File: config.mk
export PLATFORM = sky130hd
export DESIGN_NAME = scpi_core
export DESIGN_NICKNAME = d
export VERILOG_FILES = /design/src/rtl/scpi_pkg.sv /design/src/rtl/scpi_core.sv /design/src/rtl/scpi_sync.sv /design/src/rtl/scpi_prio_net.sv
export VERILOG_INCLUDE_DIRS = /design/src /design/src/rtl
export SDC_FILE = /design/constraint.sdc
export NUM_CORES = 1
export LEC_CHECK = 0
export BUFFER_PORTS_ARGS = -buffer_cell sky130_fd_sc_hd__buf_4
export CAP_MARGIN = 30
export CORE_MARGIN = 5
export CORE_UTILIZATION = 33
export DETAILED_ROUTE_END_ITERATION = 8
export PLACE_DENSITY = 0.53
export SLEW_MARGIN = 25
export SYNTH_ARGS = -nofsm -noshare
export SYNTH_HDL_FRONTEND = slang
export SYNTH_SLANG_ARGS = --single-unit
File: constraint.sdc
create_clock -name i_clk_sys -period 1.9 [get_ports i_clk_sys]
set_input_delay 0.19 -clock i_clk_sys [delete_from_list [all_inputs] [get_ports i_clk_sys]]
set_output_delay 0.19 -clock i_clk_sys [all_outputs]
set_load 0.01 [all_outputs]
File: src/rtl/scpi_consts.svh
// constants of the select-code priority interrupt block
`ifndef SCPI_CONSTS_SVH
`define SCPI_CONSTS_SVH

`define SCPI_SEL_W        6
`define SCPI_NCH          64
`define SCPI_MAR_W        15
`define SCPI_PAD_W        9
`define SCPI_PIN_W        65

`define SCPI_SC_IEN       6'h00
`define SCPI_SC_DMA1_INIT 6'h02
`define SCPI_SC_DMA2_INIT 6'h03
`define SCPI_SC_PWRF      6'h04
`define SCPI_SC_MERR      6'h05
`define SCPI_SC_DMA1      6'h06
`define SCPI_SC_DMA2      6'h07
`define SCPI_SC_IO_FIRST  6'h08

`define SCPI_INTERNAL_MASK 64'h000000000000000F
`define SCPI_FLAG_RST      64'hFFFFFFFFFFFFFFFF
`define SCPI_CTL_RST       64'h0000000000000000
`define SCPI_IEN_RST       1'h0
`define SCPI_IND_PHASES    2'h2

`define SCPI_REG_CTRL     8'h00
`define SCPI_REG_STATUS   8'h04
`define SCPI_REG_FLAG_LO  8'h08
`define SCPI_REG_FLAG_HI  8'h0C
`define SCPI_REG_CTL_LO   8'h10
`define SCPI_REG_CTL_HI   8'h14
`define SCPI_REG_ERR      8'h18

`endif

File: src/rtl/scpi_pkg.sv
// types of the select-code priority interrupt block
package scpi_pkg;

	typedef enum logic [2:0] {
		SCPI_OP_NONE    = 3'h0,
		SCPI_OP_SET_CTL = 3'h1,
		SCPI_OP_CLR_CTL = 3'h2,
		SCPI_OP_SET_FLG = 3'h3,
		SCPI_OP_CLR_FLG = 3'h4,
		SCPI_OP_LOAD_IN = 3'h5
	} scpi_op_t;

	typedef enum logic [1:0] {
		SCPI_S_OPEN   = 2'h0,
		SCPI_S_VECTOR = 2'h1,
		SCPI_S_INDJ   = 2'h2,
		SCPI_S_TAIL   = 2'h3
	} scpi_fsm_t;

	typedef struct packed {
		logic     valid;
		scpi_op_t op;
		logic [5:0] sel;
	} scpi_io_t;

	typedef struct packed {
		logic phase_end;
		logic halted;
		logic single_step;
		logic running;
		logic ind_jump;
		logic ind_phase;
		logic instr_done;
		logic dma_active;
	} scpi_cpu_t;

endpackage : scpi_pkg

File: src/rtl/scpi_core.sv
// select-code priority interrupt controller, top level
`timescale 1ns/100ps
`default_nettype none
`include "scpi_consts.svh"
module scpi_core (
	input  wire logic                         i_clk_sys,
	input  wire logic                         i_srst,
	input  wire logic                         i_ce,
	input  wire logic                         i_preset,
	input  wire scpi_pkg::scpi_cpu_t          i_cpu,
	input  wire scpi_pkg::scpi_io_t           i_io,
	input  wire logic [`SCPI_NCH-1:8]         i_dev_flag,
	input  wire logic                         i_pwr_fail,
	input  wire logic                         i_mux_valid,
	input  wire logic [`SCPI_SEL_W-1:0]       i_mux_code,
	input  wire logic                         i_mem_err,
	input  wire logic                         i_err_parity,
	input  wire logic [`SCPI_MAR_W-1:0]       i_err_addr,
	input  wire logic [1:0]                   i_dma_done,
	input  wire logic [7:0]                   i_reg_addr,
	input  wire logic [31:0]                  i_reg_wdata,
	input  wire logic                         i_reg_wr,
	input  wire logic                         i_reg_rd,
	output logic      [31:0]                  o_reg_rdata,
	output logic                              o_int_take,
	output logic      [`SCPI_MAR_W-1:0]       o_mar,
	output logic      [15:0]                  o_io_rdata,
	output logic      [1:0]                   o_dma_init,
	output logic                              o_req_valid,
	output logic      [`SCPI_SEL_W-1:0]       o_req_code
);
	function automatic logic [`SCPI_NCH-1:0] scpi_dec(input logic [`SCPI_SEL_W-1:0] sel);
		scpi_dec = 64'h0000000000000001 << sel;
	endfunction : scpi_dec

	function automatic logic scpi_is_op(input scpi_pkg::scpi_io_t io,
		input scpi_pkg::scpi_op_t op);
		scpi_is_op = io.valid && (io.op == op);
	endfunction : scpi_is_op

	logic [`SCPI_NCH-1:0]   flag_ff;
	logic [`SCPI_NCH-1:0]   nxt_flag;
	logic [`SCPI_NCH-1:0]   ctl_ff;
	logic [`SCPI_NCH-1:0]   nxt_ctl;
	logic                   ien_ff;
	logic                   defer_ff;
	logic [1:0]             ind_cnt_ff;
	logic [`SCPI_SEL_W-1:0] last_code_ff;
	logic                   err_parity_ff;
	logic [`SCPI_MAR_W-1:0] err_addr_ff;
	scpi_pkg::scpi_fsm_t    fsm_ff;
	scpi_pkg::scpi_fsm_t    nxt_fsm;

	logic [`SCPI_PIN_W-1:0] pins_sync;
	logic [`SCPI_NCH-1:8]   dev_flag_s;
	logic                   pwr_fail_s;
	logic                   mux_valid_s;
	logic [`SCPI_SEL_W-1:0] mux_code_s;
	logic                   preset_s;
	logic                   init_clear;
	logic [`SCPI_NCH-1:0]   sel_vec;
	logic                   sel_chan;
	logic                   iop_prio;
	logic [`SCPI_NCH-1:0]   set_vec;
	logic [`SCPI_NCH-1:0]   clr_vec;
	logic [`SCPI_NCH-1:0]   elig;
	logic                   blocked;
	logic                   dma_ok;

	// all pin inputs share one synchroniser; the mux code lines may
	// skew by a cycle, so a code is only used once the valid line agrees
	scpi_sync #(
		.W (`SCPI_PIN_W)
	) u_sync (
		.i_clk_sys (i_clk_sys),
		.i_srst    (i_srst),
		.i_ce      (i_ce),
		.i_async   ({i_preset, i_mux_code, i_mux_valid, i_pwr_fail, i_dev_flag}),
		.o_sync    (pins_sync)
	);

	assign {preset_s, mux_code_s, mux_valid_s, pwr_fail_s, dev_flag_s} = pins_sync;

	// front-panel preset is ignored while the processor runs
	assign init_clear = preset_s && !i_cpu.running;

	assign sel_vec  = scpi_dec(i_io.sel[`SCPI_SEL_W-1:0]);
	assign sel_chan = i_io.sel >= `SCPI_SC_PWRF;
	assign iop_prio = scpi_is_op(i_io, scpi_pkg::SCPI_OP_SET_CTL)
		|| scpi_is_op(i_io, scpi_pkg::SCPI_OP_CLR_CTL)
		|| scpi_is_op(i_io, scpi_pkg::SCPI_OP_SET_FLG)
		|| scpi_is_op(i_io, scpi_pkg::SCPI_OP_CLR_FLG);

	always_comb
	begin
		set_vec = '0;
		clr_vec = '0;
		set_vec[`SCPI_NCH-1:8] = dev_flag_s;
		if (mux_valid_s && mux_code_s >= `SCPI_SC_IO_FIRST)
			set_vec = set_vec | scpi_dec(mux_code_s);
		set_vec[`SCPI_SC_PWRF] = pwr_fail_s;
		set_vec[`SCPI_SC_MERR] = i_mem_err;
		set_vec[`SCPI_SC_DMA1] = i_dma_done[0];
		set_vec[`SCPI_SC_DMA2] = i_dma_done[1];
		if (scpi_is_op(i_io, scpi_pkg::SCPI_OP_SET_FLG) && sel_chan)
			set_vec = set_vec | sel_vec;
		if (scpi_is_op(i_io, scpi_pkg::SCPI_OP_CLR_FLG) && sel_chan)
			clr_vec = sel_vec;
	end

	// set beats clear so a flag arriving during its clear is kept
	assign nxt_flag = (flag_ff & ~clr_vec) | set_vec;

	always_comb
	begin
		nxt_ctl = ctl_ff;
		if (scpi_is_op(i_io, scpi_pkg::SCPI_OP_SET_CTL) && sel_chan)
			nxt_ctl = ctl_ff | sel_vec;
		else if (scpi_is_op(i_io, scpi_pkg::SCPI_OP_CLR_CTL) && sel_chan)
			nxt_ctl = ctl_ff & ~sel_vec;
	end

	always_ff @(posedge i_clk_sys)
	begin
		if (i_srst)
		begin
			flag_ff <= `SCPI_FLAG_RST;
			ctl_ff  <= `SCPI_CTL_RST;
		end
		else if (i_ce)
		begin
			if (init_clear)
			begin
				flag_ff <= `SCPI_FLAG_RST;
				ctl_ff  <= `SCPI_CTL_RST;
			end
			else
			begin
				flag_ff <= nxt_flag;
				ctl_ff  <= nxt_ctl;
			end
		end
	end

	// global enable: instruction to code 00 takes precedence over the bus
	always_ff @(posedge i_clk_sys)
	begin
		if (i_srst)
			ien_ff <= `SCPI_IEN_RST;
		else if (i_ce)
		begin
			if (init_clear)
				ien_ff <= `SCPI_IEN_RST;
			else if (scpi_is_op(i_io, scpi_pkg::SCPI_OP_SET_FLG) && i_io.sel == `SCPI_SC_IEN)
				ien_ff <= 1'b1;
			else if (scpi_is_op(i_io, scpi_pkg::SCPI_OP_CLR_FLG) && i_io.sel == `SCPI_SC_IEN)
				ien_ff <= 1'b0;
			else if (i_reg_wr && i_reg_addr == `SCPI_REG_CTRL)
				ien_ff <= i_reg_wdata[0];
		end
	end

	// a flag counts only with its control bit; internal codes never do
	assign elig = flag_ff & ctl_ff & ~`SCPI_INTERNAL_MASK;

	scpi_prio_net u_prio (
		.i_elig  (elig),
		.o_valid (o_req_valid),
		.o_code  (o_req_code)
	);

	// deferral lasts past the current phase end only
	always_ff @(posedge i_clk_sys)
	begin
		if (i_srst)
			defer_ff <= 1'b0;
		else if (i_ce)
		begin
			if (iop_prio)
				defer_ff <= 1'b1;
			else if (i_cpu.phase_end)
				defer_ff <= 1'b0;
		end
	end

	assign blocked = !ien_ff
		|| i_cpu.halted || i_cpu.single_step
		|| (fsm_ff != scpi_pkg::SCPI_S_OPEN) || i_cpu.ind_jump
		|| iop_prio || defer_ff;

	assign dma_ok = !i_cpu.dma_active || (o_req_code == `SCPI_SC_PWRF);

	assign o_int_take = i_ce && i_cpu.phase_end && o_req_valid && !blocked && dma_ok;

	always_comb
	begin
		nxt_fsm = fsm_ff;
		case (fsm_ff)
			scpi_pkg::SCPI_S_OPEN:
			begin
				if (o_int_take)
					nxt_fsm = scpi_pkg::SCPI_S_VECTOR;
				else if (i_cpu.ind_jump)
					nxt_fsm = scpi_pkg::SCPI_S_INDJ;
			end
			scpi_pkg::SCPI_S_VECTOR:
			begin
				if (i_cpu.instr_done)
					nxt_fsm = scpi_pkg::SCPI_S_TAIL;
				else if (i_cpu.ind_phase && !i_cpu.ind_jump
					&& ind_cnt_ff == `SCPI_IND_PHASES - 2'h1)
					nxt_fsm = scpi_pkg::SCPI_S_OPEN;
			end
			scpi_pkg::SCPI_S_INDJ:
			begin
				if (i_cpu.instr_done)
					nxt_fsm = scpi_pkg::SCPI_S_TAIL;
			end
			scpi_pkg::SCPI_S_TAIL:
			begin
				if (i_cpu.phase_end)
					nxt_fsm = scpi_pkg::SCPI_S_OPEN;
			end
			default:
				nxt_fsm = scpi_pkg::SCPI_S_OPEN;
		endcase
	end

	always_ff @(posedge i_clk_sys)
	begin
		if (i_srst)
			fsm_ff <= scpi_pkg::SCPI_S_OPEN;
		else if (i_ce)
			fsm_ff <= nxt_fsm;
	end

	always_ff @(posedge i_clk_sys)
	begin
		if (i_srst)
			ind_cnt_ff <= 2'h0;
		else if (i_ce)
		begin
			if (fsm_ff != scpi_pkg::SCPI_S_VECTOR)
				ind_cnt_ff <= 2'h0;
			else if (i_cpu.ind_phase)
				ind_cnt_ff <= ind_cnt_ff + 2'h1;
		end
	end

	always_ff @(posedge i_clk_sys)
	begin
		if (i_srst)
		begin
			o_mar        <= '0;
			last_code_ff <= '0;
		end
		else if (i_ce && o_int_take)
		begin
			o_mar        <= {`SCPI_PAD_W'(0), o_req_code};
			last_code_ff <= o_req_code;
		end
	end

	always_ff @(posedge i_clk_sys)
	begin
		if (i_srst)
		begin
			err_parity_ff <= 1'b0;
			err_addr_ff   <= '0;
		end
		else if (i_ce && i_mem_err)
		begin
			err_parity_ff <= i_err_parity;
			err_addr_ff   <= i_err_addr;
		end
	end

	always_ff @(posedge i_clk_sys)
	begin
		if (i_srst)
			o_io_rdata <= 16'h0000;
		else if (i_ce)
		begin
			if (scpi_is_op(i_io, scpi_pkg::SCPI_OP_LOAD_IN) && i_io.sel == `SCPI_SC_PWRF)
				o_io_rdata <= {10'h000, last_code_ff};
			else if (scpi_is_op(i_io, scpi_pkg::SCPI_OP_LOAD_IN) && i_io.sel == `SCPI_SC_MERR)
				o_io_rdata <= {err_parity_ff, err_addr_ff};
			else
				o_io_rdata <= 16'h0000;
		end
	end

	always_ff @(posedge i_clk_sys)
	begin
		if (i_srst)
			o_dma_init <= 2'h0;
		else if (i_ce)
		begin
			o_dma_init[0] <= scpi_is_op(i_io, scpi_pkg::SCPI_OP_SET_CTL)
				&& i_io.sel == `SCPI_SC_DMA1_INIT;
			o_dma_init[1] <= scpi_is_op(i_io, scpi_pkg::SCPI_OP_SET_CTL)
				&& i_io.sel == `SCPI_SC_DMA2_INIT;
		end
	end

	// read data valid only in the cycle after the strobe
	always_ff @(posedge i_clk_sys)
	begin
		if (i_srst)
			o_reg_rdata <= 32'h00000000;
		else if (i_ce)
		begin
			if (!i_reg_rd)
				o_reg_rdata <= 32'h00000000;
			else if (i_reg_addr == `SCPI_REG_CTRL)
				o_reg_rdata <= {31'h00000000, ien_ff};
			else if (i_reg_addr == `SCPI_REG_STATUS)
				o_reg_rdata <= {16'h0000, fsm_ff, last_code_ff, blocked, o_req_valid, o_req_code};
			else if (i_reg_addr == `SCPI_REG_FLAG_LO)
				o_reg_rdata <= flag_ff[31:0];
			else if (i_reg_addr == `SCPI_REG_FLAG_HI)
				o_reg_rdata <= flag_ff[63:32];
			else if (i_reg_addr == `SCPI_REG_CTL_LO)
				o_reg_rdata <= ctl_ff[31:0];
			else if (i_reg_addr == `SCPI_REG_CTL_HI)
				o_reg_rdata <= ctl_ff[63:32];
			else if (i_reg_addr == `SCPI_REG_ERR)
				o_reg_rdata <= {16'h0000, err_parity_ff, err_addr_ff};
			else
				o_reg_rdata <= 32'h00000000;
		end
	end

	a_take_phase: assert property (@(posedge i_clk_sys) disable iff (i_srst)
		o_int_take |-> i_cpu.phase_end && o_req_valid)
		else $error("interrupt taken outside a phase end");

	a_take_enabled: assert property (@(posedge i_clk_sys) disable iff (i_srst)
		o_int_take |-> ien_ff && ctl_ff[o_req_code] && flag_ff[o_req_code])
		else $error("interrupt taken while disabled");

	a_halt_no_take: assert property (@(posedge i_clk_sys) disable iff (i_srst)
		(i_cpu.halted || i_cpu.single_step) |-> !o_int_take)
		else $error("interrupt taken while halted or stepping");

	a_vector_load: assert property (@(posedge i_clk_sys) disable iff (i_srst)
		o_int_take |=> o_mar == {9'h000, $past(o_req_code)})
		else $error("vector address not loaded");

	a_after_block: assert property (@(posedge i_clk_sys) disable iff (i_srst)
		o_int_take |=> !o_int_take [*2])
		else $error("interrupt system not held after interrupt");

	a_dma_pwrf_only: assert property (@(posedge i_clk_sys) disable iff (i_srst)
		(o_int_take && i_cpu.dma_active) |-> o_req_code == 6'h04)
		else $error("non power-fail interrupt during dma");

	a_iop_defer: assert property (@(posedge i_clk_sys) disable iff (i_srst)
		(i_ce && iop_prio) |-> !o_int_take ##1 !o_int_take)
		else $error("interrupt not deferred after control or flag op");

	a_prio_lowest: assert property (@(posedge i_clk_sys) disable iff (i_srst)
		o_req_valid |-> elig[o_req_code] && ((elig & ~(64'hFFFFFFFFFFFFFFFF << o_req_code)) == '0))
		else $error("winner is not the highest-priority request");

	a_no_req_idle: assert property (@(posedge i_clk_sys) disable iff (i_srst)
		(elig == '0) |-> !o_req_valid)
		else $error("request shown with no eligible flag");

	a_flag_sticky: assert property (@(posedge i_clk_sys) disable iff (i_srst)
		!scpi_is_op(i_io, scpi_pkg::SCPI_OP_CLR_FLG) |=> ($past(flag_ff) & ~flag_ff) == '0)
		else $error("flag dropped without a clear");

	a_ien_cmd: assert property (@(posedge i_clk_sys) disable iff (i_srst)
		(i_ce && scpi_is_op(i_io, scpi_pkg::SCPI_OP_SET_FLG) && i_io.sel == 6'h00 && !init_clear)
		|=> ien_ff)
		else $error("set-flag to code 00 did not enable");

	a_power_up: assert property (@(posedge i_clk_sys)
		$fell(i_srst) |-> flag_ff == 64'hFFFFFFFFFFFFFFFF && ctl_ff == '0 && !ien_ff)
		else $error("power-up state wrong");

endmodule : scpi_core
`default_nettype wire

File: src/rtl/scpi_sync.sv
// two-flop synchroniser for pin inputs
`timescale 1ns/100ps
`default_nettype none
module scpi_sync #(
	parameter int W = 1
) (
	input  wire logic         i_clk_sys,
	input  wire logic         i_srst,
	input  wire logic         i_ce,
	input  wire logic [W-1:0] i_async,
	output logic      [W-1:0] o_sync
);
	logic [W-1:0] meta_ff;
	logic [W-1:0] sync_ff;

	always_ff @(posedge i_clk_sys)
	begin
		if (i_srst)
		begin
			meta_ff <= '0;
			sync_ff <= '0;
		end
		else if (i_ce)
		begin
			meta_ff <= i_async;
			sync_ff <= meta_ff;
		end
	end

	assign o_sync = sync_ff;
endmodule : scpi_sync
`default_nettype wire

File: src/rtl/scpi_prio_net.sv
// priority network: lowest eligible select code wins
`timescale 1ns/100ps
`default_nettype none
`include "scpi_consts.svh"
module scpi_prio_net (
	input  wire logic [`SCPI_NCH-1:0]   i_elig,
	output logic                        o_valid,
	output logic      [`SCPI_SEL_W-1:0] o_code
);
	always_comb
	begin
		o_valid = 1'b0;
		o_code  = 6'h00;
		// scan downward so the lowest set code is the last written
		for (int i = `SCPI_NCH - 1; i >= 0; i--)
		begin
			if (i_elig[i])
			begin
				o_valid = 1'b1;
				o_code  = 6'(i);
			end
		end
	end
endmodule : scpi_prio_net
`default_nettype wire

# Word level (Yosys, flattened, before mapping)
# Cells that the tools add are included.
# W data, S select, Z words.
dict set report totals {
  input_bits 147
  output_inout_bits 73
  regBits 336
}
dict set report op_classes {
  eq_ne 25
  mux 152
  addsub 1
  shift 2
  reduce_logical 54
  bitwise_logic 9
  magnitude_cmp 2
}
# operator count
set op_table {}
lappend op_table {{$mux W64} 7}
lappend op_table {{$mux W6} 60}
lappend op_table {{$or A64 B64 Y64} 4}
lappend op_table {{$mux W32} 7}
lappend op_table {{$and A64 B64 Y64} 3}
lappend op_table {{$not A64 Y64} 2}
lappend op_table {{$shl A1 B6 Y64 const A} 2}
lappend op_table {{$mux W1} 66}
lappend op_table {{$mux W16} 3}
lappend op_table {{$logic_and A1 B1 Y1} 26}
lappend op_table {{$eq A8 B5 Y1 const B} 3}
lappend op_table {{$eq A6 B3 Y1 const B} 3}
lappend op_table {{$eq A8 B4 Y1 const B} 2}
lappend op_table {{$mux W2} 8}
lappend op_table {{$eq A6 B2 Y1 const B} 2}
lappend op_table {{$logic_or A1 B1 Y1} 10}
lappend op_table {{$eq A8 B3 Y1 const B} 1}
lappend op_table {{$logic_not A8 Y1} 1}
lappend op_table {{$pmux W2 S4} 1}
lappend op_table {{$reduce_and A2 Y1} 4}
lappend op_table {{$eq A3 B2 Y1 const B} 2}
lappend op_table {{$eq A3 B3 Y1 const B} 2}
lappend op_table {{$ge A6 B3 Y1 const B} 1}
lappend op_table {{$ge A6 B4 Y1 const B} 1}
lappend op_table {{other kinds (14)} 24}

# Depth between registers and ports, before layout
dict set report depth {
  depth_word 66
  depth_mapped 9
  depth_no_buf 8
}

# By module
# A second synthesis with hierarchy kept.
dict set report unflattened {
  hier_cells 1942
  area_unflattened_um2 16874.9
}
# module cells_per_inst seq_area_each_um2 area_per_inst_um2 n_inst
set by_module_without_submodules {}
lappend by_module_without_submodules {scpi_core 1383 4124.0 11415.9 1}
lappend by_module_without_submodules {scpi_sync 419 2602.5 4695.8 1}
lappend by_module_without_submodules {scpi_prio_net 140 0.0 763.2 1}

# Worst setup path before layout
# No wires, ideal clock.
dict set report synth_path {
  path_type {reg2reg}
  startpoint {register flag_ff[58]}
  endpoint {register o_reg_rdata[5]}
  required_time_ps 1783
  arrival_ps 2007
  stages_incl_launch_ff 7
  setup_slack_ps -224
  setup_time_ps 117
  cell_sequence {dfxtp_1 > a22o_1 > or4_4 > nor4_4 > nor2b_1 > a221o_1 > a22o_1}
}
dict set report synth_between {
  elab_chain_len 59
}
# element line_no
set synth_lines {}
lappend synth_lines {{start, declared} scpi_core.sv:41} ;# logic [`SCPI_NCH-1:0] flag_ff;
lappend synth_lines {{start signal, assigned} scpi_core.sv:127} ;# flag_ff <= `SCPI_FLAG_RST;
lappend synth_lines {{start signal, assigned} scpi_core.sv:134} ;# flag_ff <= `SCPI_FLAG_RST;
lappend synth_lines {{start signal, assigned} scpi_core.sv:139} ;# flag_ff <= nxt_flag;
lappend synth_lines {{$and A64 B64 Y64} scpi_core.sv:164} ;# assign elig = flag_ff & ctl_ff & ~`SCPI_INTERNAL_MASK;
lappend synth_lines {{$mux W6 (55 in a row)} scpi_prio_net.sv:17} ;# if (i_elig[i])
lappend synth_lines {{via o_req_code[5]} scpi_core.sv:30} ;# output logic [`SCPI_SEL_W-1:0] o_req_code
lappend synth_lines {{$mux W32} scpi_core.sv:317} ;# else if (i_reg_addr == `SCPI_REG_STATUS)
lappend synth_lines {{$mux W32} scpi_core.sv:315} ;# else if (i_reg_addr == `SCPI_REG_CTRL)
lappend synth_lines {{$mux W32} scpi_core.sv:313} ;# if (!i_reg_rd)
lappend synth_lines {{end signal, assigned} scpi_core.sv:316} ;# o_reg_rdata <= {31'h00000000, ien_ff};
lappend synth_lines {{end signal, assigned} scpi_core.sv:318} ;# o_reg_rdata <= {16'h0000, fsm_ff, last_code_ff, blocked, o_req_valid, o_req_code};
lappend synth_lines {{end signal, assigned} scpi_core.sv:320} ;# o_reg_rdata <= flag_ff[31:0];
lappend synth_lines {{end, declared} scpi_core.sv:24} ;# output logic [31:0] o_reg_rdata,
# The timed path passes the listed nets, and every way through them passes these cells.
# A chain may end at the register's enable or synchronous reset.

# Final worst setup path
dict set report layout_path {
  startpoint {register flag_ff[63]}
  endpoint {output o_req_valid}
}
dict set report layout_between {
  elab_chain_len 61
}
# element line_no
set layout_lines {}
lappend layout_lines {{$and A64 B64 Y64} scpi_core.sv:164}
lappend layout_lines {{$mux W1 (60 in a row)} scpi_prio_net.sv:17}
lappend layout_lines {{end, declared} scpi_core.sv:29} ;# output logic o_req_valid,
# No other way between the ends.

==> results by group <==
Outcome
  – Run status: finished with violations
  – Violated checks: setup timing

Layout
  – Final Instance Count excl. Fillers: 3023
  – Commonest non-fill, non-tap cell in the layout: buf_4
  – Post-layout util: 48.80%
  – Layout area overhead: 46.73%
  – ANT cells: 0
  – Nets: 2536
  – Commonest non-fill, non-tap cells in the layout: buf_4 (498), dfxtp_1 (320), nor2_1 (267), a21oi_1 (223), nand2_1 (191)
  – Layout cells sized above 1: 29.14%
  – Number of filler cells placed in the layout: 4500

Placed design
  – Final GP Congestion: 0.9908
  – DP HPWL: 49490 um
  – Buffers on Ports: 179
  – Placed Instances: 2848

Synthesis
  – Cells after Synth: 1851
  – Avg Cell Area, Syn: 8.347 um^2
  – Ys async rst share: 0%
  – #FFs+latches synth: 336
  – Sequential fraction of the synthesis area: 43.53%
  – Post-synth EDFFs: 0
  – Synthesis Warnings: 0
  – Top FF cell, synth: dfxtp_1
  – Post-Syn Area: 15450 um^2
  – Synth unique cells: 76

Global route
  – Total grt overflow: 0
  – Number of global-route vias before repair: 15700
  – First-pass GRT wire length: 98480 um
  – GRT Total Usage: 24.89%
  – Largest net degree at the start of global routing: 92
  – Initial antenna violation count: 1

Floorplan
  – Row count: 79
  – Die H: 226.4 um
  – Core area: 46460 um^2
  – Die X: 226.4 um
  – IO Pins: 220
  – Die area: 51250 um^2
  – Starting Density: 33.26%

CTS
  – Clk buf depth: 3
  – Worst-path clk slew: 0.06 ns
  – Clock Latency Late Sink: 0.57 ns
  – Clock root cell: clkbuf_16
  – Number of CTS-inserted buffers: 40
  – # clock sinks: 336
  – H-tree levels: 2
  – CTS tree: done

Routing
  – Number of nets with antenna violations after routing: 0
  – DR vias/cell: 5.428
  – DR iter-0 viols: 1496
  – Routed vias: 16410
  – DRC: 0
  – DR WL/cell: 21.75 um
  – Routed wire length: 65740 um
  – DRT Pass-1 Iters: 6

Job
  – Max Cap Viol: 0

Worst setup path
  – Crit. path cell count: 8
  – CP Cell Sequence: buf_6 > a22o_1 > or4_4 > nor4_4 > and2_4 > buf_6 > inv_2 > buf_6
  – CP max-delay cell: or4_4
  – Crit Path Category: reg -> out
  – CP startpoint: flag_ff[63]$_SDFFE_PP1P_
  – Setup crit start kind: flop
  – Critical path arrival: 2.48 ns
  – CP endpoint kind: primary output
  – Cell family with most CP delay: simple AND/OR/NAND/NOR gates
  – CP required: 1.71 ns
  – Worst-path maximum fanout: 3
  – CP dominant cell by count: buf_6
  – R2r worst-path depth: 9
  – Critical R2R Launch: flag_ff[63]$_SDFFE_PP1P_
  – Worst path max stage delay: 0.59 ns
  – WP buf/inv: 4

STA
  – Min Hold Slack: 0.01601 ns
  – Worst Setup Slack, final: -0.7721 ns
  – Final min period: 2.672 ns
  – Worst slew pin tran: 0.6264 ns
  – Slew Viols, Final: 0
  – Final Skew: 0.03221 ns
  – Final Hold Vio Count: 0
  – Worst rel slew slack: 57.16%
  – Final Setup Violations: 23
  – Fmax: 374.2 MHz
  – Unrepaired setup endpoints after global routing: true
  – Period Utilization, post-route: 140.6%

Power and ir drop
  – Max IR drop VDD: 0.7394 mV
  – Cell Pwr Density: 743.2 nW/um^2
  – Pleak: 9.250 nW

Min path
  – Hold Path Origin: i_srst
  – Worst hold-check path type: in -> reg
  – Hold-critical path depth: 2
stage by stage:
stage | worst slack [ns] | area, um^2 | setup TNS [ns] | power, W
after floorplan | -0.05902 | 15520 | -0.9416 | 0.008183
after global placement | -0.5874 | 19990 | -17.90 | 0.008898
after detailed placement | -0.6224 | 19990 | -18.95 | 0.008915
after CTS | -0.7965 | 22480 | -10.20 | 0.01699
after global routing | -0.8513 | 22670 | -11.92 | 0.01742
final | -0.7721 | 22670 | -10.41 | 0.01685
flip-flops by register name, indices dropped and copies added (netlist names):
signal	cells
u_sync.meta_ff	65
u_sync.o_sync	65
ctl_ff	64
flag_ff	64
o_reg_rdata	32
o_io_rdata	16
err_addr_ff	15
last_code_ff	6
fsm_ff	2
ind_cnt_ff	2
o_dma_init	2
defer_ff	1
err_parity_ff	1
ien_ff	1
logic make-up after synthesis:
kind of cell / after synthesis / synth area share, %
muxes: 140 / 9.070
other: 1 / 0.02427
xor gates and xnor gates: 2 / 0.1134
DFF: 336 / 43.53
adders and majority gates: 1 / 0.08097
buffers and inverters: 159 / 4.365
AOI/OAI and AO/OA: 609 / 25.72
and+or+nand+nor: 603 / 17.09
what timing repair did:
| action | 4_1_cts | 5_1_grt |
|---|---|---|
| setup endpoints to repair | 24 | 35 |
| endpoints found under the hold margin | 85 | 0 |
| gates cloned | 0 | 0 |
| pin swaps | 30 | 17 |
| hold buffers | 85 | 0 |
| resized for setup | 59 | 41 |
| buffers inserted | 14 | 13 |
worst reg2reg max path: stages (launching register included):
cell     delay, ns
dfxtp_2       0.32
buf_6         0.11
a22o_1        0.24
or4_4         0.59
nor4_4        0.20
buf_4         0.17
nor2b_4       0.04
buf_6         0.11
a221o_1       0.34
a22o_1        0.18
cell type report:
cell class | count | area, um^2 | share of cell area, %
Clock buffer | 53 | 1142 | 5.039
Inverter | 12 | 45.04 | 0.1987
Sequential cell | 336 | 6749 | 29.77
Multi-Input combinational cell | 1364 | 8361 | 36.88
Tap cell | 607 | 759.5 | 3.350
Timing Repair Buffer | 634 | 5405 | 23.84
Clock inverter | 17 | 210.2 | 0.9272
path summary, 6_finish.rpt:
path	slack, ns	endpoint
max	-0.77	o_req_valid
min	0.02	o_reg_rdata[3]$_SDFFE_PP0P_
min reg2reg	0.45	flag_ff[3]$_SDFFE_PP1P_
max reg2reg	-0.48	o_reg_rdata[5]$_SDFFE_PP0P_
power breakdown:
part | switching (W) | internal, W | leakage (nW)
combinational | 0.000855 | 0.000761 | 5.86
sequential | 0.000129 | 0.00721 | 2.73
clock | 0.00312 | 0.00478 | 0.657
layer usage:
metal	routed length (um)	vias to the layer above	track usage (%)	share of wire (%)
li1	-	7833	-	-
met2	27910	647	36.89	42
met1	31030	7826	36.86	47
met5	0	-	0	0
met4	1911	0	7.413	2.9
met3	4879	103	4.570	7.4
cell usage after synthesis, types with 4 or more instances:
cell type	count	area [um^2]
a2111oi_0	20	175.2
nand2b_1	15	93.84
a211oi_1	64	480.5
clkbuf_1	110	412.9
dfxtp_1	336	6726
and2_1	12	75.07
mux2i_1	140	1401
a311oi_1	7	61.31
a31oi_1	17	106.4
nand3b_1	4	30.03
a32o_1	6	60.06
nand4_1	11	68.82
o21ai_0	79	395.4
nor2_1	272	1021
buf_2	14	70.07
a32oi_1	6	52.55
nand2_1	191	716.9
a221oi_1	23	201.4
nor2b_1	15	93.84
and3_1	4	25.02
nor3_1	16	80.08
a21oi_1	230	1151
buf_4	10	75.07
a21o_1	9	67.56
a22o_1	10	87.58
a221o_1	4	40.04
a22oi_1	88	660.6
a211o_1	16	140.1
inv_1	12	45.04
buf_1	10	37.54
a222oi_1	4	40.04
nor3b_1	4	30.03
nand3_1	36	180.2
(Power assumes the default switching activity.)
